[src/rtl/interval_time_defs.svh]
// constants for the interval and time-of-year counter
`ifndef INTERVAL_TIME_DEFS_SVH
`define INTERVAL_TIME_DEFS_SVH
`define TICK_W        32
`define FRAC_W        32
`define SEC_W         32
`define CLK_HZ        125000000
`define IRIG_SYNC_MIN 7
`define IRIG_ONE_MIN  4
`define IRIG_ONE_MAX  6
`define IRIG_SEC_POS  1
`define IRIG_MIN_POS  10
`define IRIG_HR_POS   20
`define IRIG_DAY_POS  30
`endif

[src/rtl/interval_time_pkg.sv]
// types shared by the interval and time-of-year counter
package interval_time_pkg;
    typedef enum logic [1:0] {
        mode_period     = 2'h0,
        mode_semi       = 2'h1,
        mode_pulse      = 2'h2,
        mode_two_edge   = 2'h3
    } interval_mode_t;

    typedef struct packed {
        interval_mode_t mode;
        logic           start_fall;  // period/pulse/two-edge: start on falling edge
        logic           second_fall; // two-edge: stop on falling edge of second input
        logic           ext_timebase;
    } interval_cfg_t;

    typedef struct packed {
        logic        use_irig;       // 0: pulse per second, 1: time code
        logic        buffered;       // 0: on demand, 1: sample clock
        logic        armed;
    } stamp_cfg_t;

    typedef struct packed {
        logic [63:0] seconds;        // ieee double, seconds since start of year
    } stamp_t;
endpackage : interval_time_pkg

[src/rtl/edge_sync.sv]
// two-stage synchroniser with edge detection
`timescale 1ns/1ps
module edge_sync #(
    parameter int N = 5
) (
    // clock and reset
    input  wire logic         clk,
    input  wire logic         srst,
    // raw inputs and their edges
    input  wire logic [N-1:0] raw,
    output logic [N-1:0]      level,
    output logic [N-1:0]      rise,
    output logic [N-1:0]      fall
);
    logic [N-1:0] meta;
    logic [N-1:0] stable;

    // first flop feeds only the second
    always_ff @(posedge clk) begin
        if (srst) begin
            meta   <= '0;
            stable <= '0;
            level  <= '0;
        end else begin
            meta   <= raw;    // see RQ17
            stable <= meta;
            level  <= stable;
        end
    end

    // edge pulses from settled stages
    assign rise = stable & ~level;
    assign fall = ~stable & level;
endmodule : edge_sync

[src/rtl/interval_time_counter.sv]
// interval and time-of-year counter top
// Functional notes
// RQ1: period mode counts ticks between two like-polarity edges of the input.
// RQ2: semi-period mode counts ticks between each edge and the next of either polarity.
// RQ3: pulse width mode counts ticks from the chosen edge to the opposite one.
// RQ4: two-edge mode counts ticks from an edge on input a to an edge on input b.
// RQ5: the result is the raw tick count of one interval.
// RQ6: the timebase is either the internal clock or an external tick input.
// RQ7: time of year syncs either from pulse per second or from the time code.
// RQ8: pulse per second only marks the start of a second.
// RQ9: the time code is decoded into elapsed time since start of year.
// RQ10: an active gate edge captures the current time of year.
// RQ11: captured stamps are 64-bit doubles of seconds since the year start.
// RQ12: the host picks on-demand or sample-clock buffered stamping.
// RQ13: in on-demand mode the host arms first and then each read gives current seconds.
// RQ14: in buffered mode every sample clock edge latches time into the output stream.
// RQ15: the other party supplies the sample clock for buffered stamping.
// RQ16: each interval end stores the count and restarts from zero without lost ticks; the code restarts only in period and semi-period modes.
// RQ17: all outside inputs pass a two-flop synchroniser before edge detection; read_req goes to the stamp capture unsynchronised.
`timescale 1ns/1ps
`include "interval_time_defs.svh"
module interval_time_counter
    import interval_time_pkg::*;
#(
    parameter int TICK_W = `TICK_W,
    parameter int CLK_HZ = `CLK_HZ
) (
    // clock and reset
    input  wire logic              clk,
    input  wire logic              srst,
    // interval configuration and signals
    input  wire interval_cfg_t     icfg,
    input  wire logic              meas_a,
    input  wire logic              meas_b,
    input  wire logic              ext_tick,
    // interval result stream
    output logic [TICK_W-1:0]      result,
    output logic                   result_valid,
    // time-of-year configuration and signals
    input  wire stamp_cfg_t        scfg,
    input  wire logic              pps,
    input  wire logic              irig,
    input  wire logic              gate,
    input  wire logic              sample_clk,
    input  wire logic              read_req,
    // stamp stream
    output stamp_t                 stamp,
    output logic                   stamp_valid
);
    localparam int NS = 7;
    logic [NS-1:0] lvl, rise, fall;

    // lanes: 0 meas_a, 1 ext_tick, 2 sample_clk, 3 irig, 4 pps, 5 meas_b, 6 gate
    edge_sync #(.N(NS)) u_sync (
        .clk  (clk),
        .srst (srst),
        .raw  ({gate, meas_b, pps, irig, sample_clk, ext_tick, meas_a}),
        .level(lvl),
        .rise (rise),
        .fall (fall)
    );

    // ---- interval side ----
    logic              tick;
    logic              a_start, a_stop, b_stop, begun, active;
    logic [TICK_W-1:0] count;

    // timebase select
    assign tick = icfg.ext_timebase ? rise[1] : 1'b1; // see RQ6

    // start and stop edges per mode
    always_comb begin
        a_start = icfg.start_fall ? fall[0] : rise[0];
        a_stop  = 1'b0;
        b_stop  = icfg.second_fall ? fall[5] : rise[5];
        unique case (icfg.mode)
            mode_period:   a_stop = a_start;                                  // see RQ1
            mode_semi:     a_stop = rise[0] | fall[0];                        // see RQ2
            mode_pulse:    a_stop = icfg.start_fall ? rise[0] : fall[0];      // see RQ3
            mode_two_edge: a_stop = b_stop;                                   // see RQ4
        endcase
        if (icfg.mode == mode_semi)
            a_start = a_stop;
    end

    assign active = begun;

    // interval counting, restart at the ending edge in period and semi-period modes
    always_ff @(posedge clk) begin
        if (srst) begin
            begun        <= 1'b0;
            count        <= '0;
            result       <= '0;
            result_valid <= 1'b0;
        end else begin
            result_valid <= 1'b0;
            if (active && a_stop) begin
                result       <= count + (tick ? TICK_W'(1) : '0);   // see RQ5
                result_valid <= 1'b1;
                count        <= '0;                                 // see RQ16
                begun        <= (icfg.mode == mode_period || icfg.mode == mode_semi);
            end else if (!active && a_start) begin
                begun <= 1'b1;
                count <= '0;
            end else if (active && tick) begin
                count <= count + TICK_W'(1);
            end
        end
    end

    // ---- time of year ----
    logic [31:0] sub;      // ticks within the second
    logic [24:0] secs;     // whole seconds since year start
    logic [7:0]  irig_len; // width of current time-code pulse, ms
    logic [16:0] ms_div;
    logic [6:0]  bit_idx;
    logic        prev_sync;
    logic [24:0] irig_secs;
    logic [6:0]  bcd_acc [0:3];
    logic        gate_d;

    function automatic logic [63:0] to_double(input logic [24:0] s, input logic [31:0] f);
        logic [56:0] v;
        logic [10:0] e;
        int          k;
        v = {s, f};
        e = 11'h000;
        k = 0;
        for (int i = 0; i < 57; i++)
            if (v[i]) k = i;
        if (v != '0) e = 11'(1023 + k - 32);
        to_double = (v == '0) ? 64'h0 :
                    {1'b0, e, 52'((v << (56 - k)) >> 4)};
    endfunction : to_double

    // ticks within the second as a binary fraction of a second
    function automatic logic [31:0] frac_of(input logic [31:0] t);
        frac_of = 32'({t, 32'h0} / 64'(CLK_HZ));
    endfunction : frac_of

    // second counter, disciplined by pps or time code
    always_ff @(posedge clk) begin
        if (srst) begin
            sub  <= '0;
            secs <= '0;
        end else if (!scfg.use_irig && rise[4]) begin
            sub  <= '0;                       // see RQ8
            secs <= secs + 25'h1;
        end else if (scfg.use_irig && rise[3] && prev_sync && bit_idx == 7'h0) begin
            sub  <= '0;                       // see RQ9
            secs <= irig_secs;
        end else if (sub == 32'(CLK_HZ - 1)) begin
            sub  <= '0;
            secs <= secs + 25'h1;
        end else begin
            sub <= sub + 32'h1;
        end
    end

    // time-code pulse width decode in ms units
    always_ff @(posedge clk) begin
        if (srst) begin
            ms_div    <= '0;
            irig_len  <= '0;
            bit_idx   <= '0;
            prev_sync <= 1'b0;
            irig_secs <= '0;
            for (int j = 0; j < 4; j++) bcd_acc[j] <= '0;
        end else begin
            ms_div <= (ms_div == 17'(CLK_HZ / 1000 - 1)) ? '0 : ms_div + 17'h1;
            if (rise[3]) begin
                irig_len <= '0;
                ms_div   <= '0;
            end else if (lvl[3] && ms_div == '0 && irig_len != 8'hff) begin
                irig_len <= irig_len + 8'h1;
            end
            if (fall[3]) begin
                if (irig_len >= 8'(`IRIG_SYNC_MIN)) begin
                    if (prev_sync) begin
                        bit_idx <= '0;
                        irig_secs <= 25'((bcd_acc[3][3:0] + 10*bcd_acc[3][6:4]) * 86400
                                   + (bcd_acc[2][3:0] + 10*bcd_acc[2][6:4]) * 3600
                                   + (bcd_acc[1][3:0] + 10*bcd_acc[1][6:4]) * 60
                                   + (bcd_acc[0][3:0] + 10*bcd_acc[0][6:4]) + 1);
                    end
                    prev_sync <= 1'b1;
                end else begin
                    prev_sync <= 1'b0;
                    bit_idx   <= bit_idx + 7'h1;
                    if (irig_len >= 8'(`IRIG_ONE_MIN) && irig_len <= 8'(`IRIG_ONE_MAX)) begin
                        if (bit_idx < 7'(`IRIG_MIN_POS))
                            bcd_acc[0][bit_idx[2:0]] <= 1'b1;
                        else if (bit_idx < 7'(`IRIG_HR_POS))
                            bcd_acc[1][3'(bit_idx - 7'(`IRIG_MIN_POS))] <= 1'b1;
                        else if (bit_idx < 7'(`IRIG_DAY_POS))
                            bcd_acc[2][3'(bit_idx - 7'(`IRIG_HR_POS))] <= 1'b1;
                        else
                            bcd_acc[3][3'(bit_idx - 7'(`IRIG_DAY_POS))] <= 1'b1;
                    end
                end
            end
        end
    end

    // stamp capture: gate, sample clock or on-demand read
    always_ff @(posedge clk) begin
        if (srst) begin
            stamp       <= '0;
            stamp_valid <= 1'b0;
            gate_d      <= 1'b0;
        end else begin
            gate_d      <= 1'b0;
            stamp_valid <= 1'b0;
            if ((scfg.buffered && rise[2])          // see RQ14
                || (!scfg.buffered && scfg.armed && read_req)  // see RQ13
                || (scfg.armed && rise[6])) begin               // see RQ10
                stamp.seconds <= to_double(secs, frac_of(sub)); // see RQ11
                stamp_valid   <= 1'b1;                          // see RQ12
            end
        end
    end
endmodule : interval_time_counter

[config.mk]
export PLATFORM = sky130hd
export DESIGN_NAME = interval_time_counter
export DESIGN_NICKNAME = d
export VERILOG_FILES = /design/src/rtl/interval_time_pkg.sv /design/src/rtl/edge_sync.sv /design/src/rtl/interval_time_counter.sv
export VERILOG_INCLUDE_DIRS = /design/src /design/src/rtl
export SDC_FILE = /design/constraint.sdc
export NUM_CORES = 2
export LEC_CHECK = 0
export BUFFER_PORTS_ARGS = -buffer_cell sky130_fd_sc_hd__buf_4
export CAP_MARGIN = 20
export CORE_MARGIN = 4
export CORE_UTILIZATION = 40
export CTS_CLUSTER_DIAMETER = 80
export CTS_CLUSTER_SIZE = 25
export DETAILED_ROUTE_END_ITERATION = 8
export MAX_ROUTING_LAYER = met4
export PLACE_DENSITY = 0.57
export SLEW_MARGIN = 40
export SYNTH_ARGS = -nofsm -noshare
export SYNTH_HDL_FRONTEND = slang
export SYNTH_HIERARCHICAL = 1
export SYNTH_SLANG_ARGS = --single-unit
[constraint.sdc]
create_clock -name clk -period 129.1 [get_ports clk]
set_input_delay 0 -clock clk [delete_from_list [all_inputs] [get_ports clk]]
set_output_delay 0 -clock clk [all_outputs]
set_load 0.05 [all_outputs]
==> flow_summary.ini <==
[status]
run_status = complete, no violations

[worst_setup_path]
critical_path.slowest_cell = sky130_fd_sc_hd__or4b_4
cp_max_fo = 64
critPathCaptureType = flop
worstPathRequired_ns = 129.68
critical_path_buf_inv_count = 35
critPathMostFrequentCell = sky130_fd_sc_hd__buf_4
crit_path_start_kind = flop
crit_path_arrival_time_ns = 93.81
critical_path.max_stage_delay_ns = 0.81
critical_path.top_delay_family = compound AO/OA/AOI/OAI gates
critical_path_class = flop to flop
r2r_slack_ns = 35.86

[synth]
netlist_instances = 13100
syn_area_mm2 = 0.0919
mappedNetlistNets = 13400
synth.avg_cell_area_um2 = 7.02
yosys_warnings = 6

[floorplan]
die_width_um = 487
dieArea_mm2 = 0.238
ios = 116
effective_utilization_at_floorplan = 0.403
dieHeight_um = 487
core-area_mm2 = 0.228
row_count = 175

[power_and_ir_drop]
design_power_total_mw = 1.04
power_per_cell_area_mw_per_mm2 = 10.9
leakagePower_nw = 34.9
vdd.ir_drop.worst_uv = 61.9

[global_routing]
grt_pass1_wl_mm = 529
antenna_found_initial = 6
gr-usage-all-layers = 0.274
gr-total-overflow = 0
grt_start_max_net_pins = 75
number_of_global_route_vias_before_repair = 91700

[place]
postPlaceCellArea_mm2 = 0.0935
port_buffers = 114
dpl.hpwl_mm = 272
globalplace.congestion = 0.985

[timing]
grt_setup_unrepaired = no
hold_slack_ns = 0.109
min_period_over_period = 0.722
finalCriticalPeriod_ns = 93.24
slew_of_the_pin_with_the_lowest_slew_margin_ns = 0.944
final.setup_skew_ns = 0.0422
finalSetupTns_ns = 0
finalSetupViolations = 0
hold_violations = 0
fmax_mhz = 10.7
max_slew_margin = 0.362
final_max_slew_viol_count = 0

[finish]
post_route_utilization = 0.417
final-seq-area_mm2 = 0.00596
multi_input_comb_area_mm2 = 0.0806
share_of_final_layout_standard_cells_stronger_than_drive_strength_1 = 0.0934
areaGrowthSynthToFinish_pct = 3.39
nets = 13000
fillCellCount = 24300
post-route-cell-area_mm2 = 0.0950

[drt]
detail_route.first_pass.iterations = 6
via_count = 101000
vias_per_cell = 6.41
avgRoutedWirePerCell_um = 21.5
post-route-drc-count = 0
drt_wl_total_mm = 339
antenna_left = 0
initial_drc_count = 9669

[clock_tree]
ctsRootBufferMaster = sky130_fd_sc_hd__clkbuf_16
clk_latency_ns = 0.66
worst_setup_hold_path_clk_slew_ns = 0.07
numClockSinks = 294
cts_tree = yes
cts_setup_buffers = 0
cts_hold_repair.buffers = 14
htree_levels = 1
cts_resized = 0
cts-root-to-sink-buffers = 3
numCtsBuffers = 27

[run]
maxCapViolations = 0

[hold_path]
hold_path_class = input pin to flop
-- worst min-delay path, stage by stage --
cell and delay, ns:
sky130_fd_sc_hd__dlygate4sd3_1 0.53, sky130_fd_sc_hd__buf_4 0.10, sky130_fd_sc_hd__nor2b_2 0.11
-- cell type report --
type                            instances  area share
Timing Repair Buffer                  260      0.0209
Clock inverter                         21     0.00374
Multi-Input combinational cell      11700       0.848
Sequential cell                       294      0.0627
Inverter                              436      0.0180
Clock buffer                           28     0.00725
Antenna cell                            3   0.0000790
Tap cell                             3009      0.0396
-- flip-flops by register name, indices dropped and copies added, names as in the netlist, 8 cells and up --
name and count:
sub 32, bcd_acc 28, ms_div 17, secs 25, result 32, count 32
irig_secs 25, irig_len 8, stamp 63
-- final timing paths --
path	start	endpoint	cells after the start
worst max-delay path	sub[14]$_SDFF_PP0_	stamp[34]$_SDFFE_PP0P_	292
worst min-delay path	meas_b	u_sync/meta[5]$_SDFF_PP0_	3
worst max register to register	sub[14]$_SDFF_PP0_	stamp[34]$_SDFFE_PP0P_	292
worst min register to register	u_sync/meta[5]$_SDFF_PP0_	u_sync/stable[5]$_SDFF_PP0_	1
-- through the flow --
stage / setup WS, ns / std cells
3_5_place_dp: 37.11 / 15700
6_report: 35.86 / 15800
3_3_place_gp: 38.36 / 15700
5_1_grt: 29.54 / 15800
4_1_cts: 36.72 / 15700
2_1_floorplan: 48.49 / 13100
-- per-layer routing --
layer  up-vias  share of wire  global-route usage
li1      48500              -                   -
met1     48200           0.45               0.365
met2      3673           0.46               0.446
met3       495          0.064              0.0228
met4         0          0.029              0.0700
met5         -              0                   -
-- cells in the final DEF, fill, tap and decap left out, drive strengths merged, types with 86 or more instances in the layout --
cell type  count
o21ai        813
and2         211
xnor2       1055
dfxtp        287
buf          244
and3         177
mux2         106
a21o         170
a211oi       236
o31ai        148
o22ai         89
nor2        1361
nand4        177
or2          140
a21boi        88
o21a         121
o211ai       204
nor3         453
nor2b        109
or3          210
nor4         170
o2111ai      100
a31oi        188
nand2       1219
or4           90
inv          440
nand3        484
a2111oi       86
xor2         464
nand2b       113
a21oi        817
mux2i        254
ha           206
-- report_power, final --
group          internal, mW  switching [mW]  leakage (nW)
Combinational         0.297           0.547          32.0
Sequential           0.0928         0.00370          2.39
Clock                0.0472          0.0482         0.501
Total                 0.437           0.599          34.9
(Power assumes the default switching activity.)
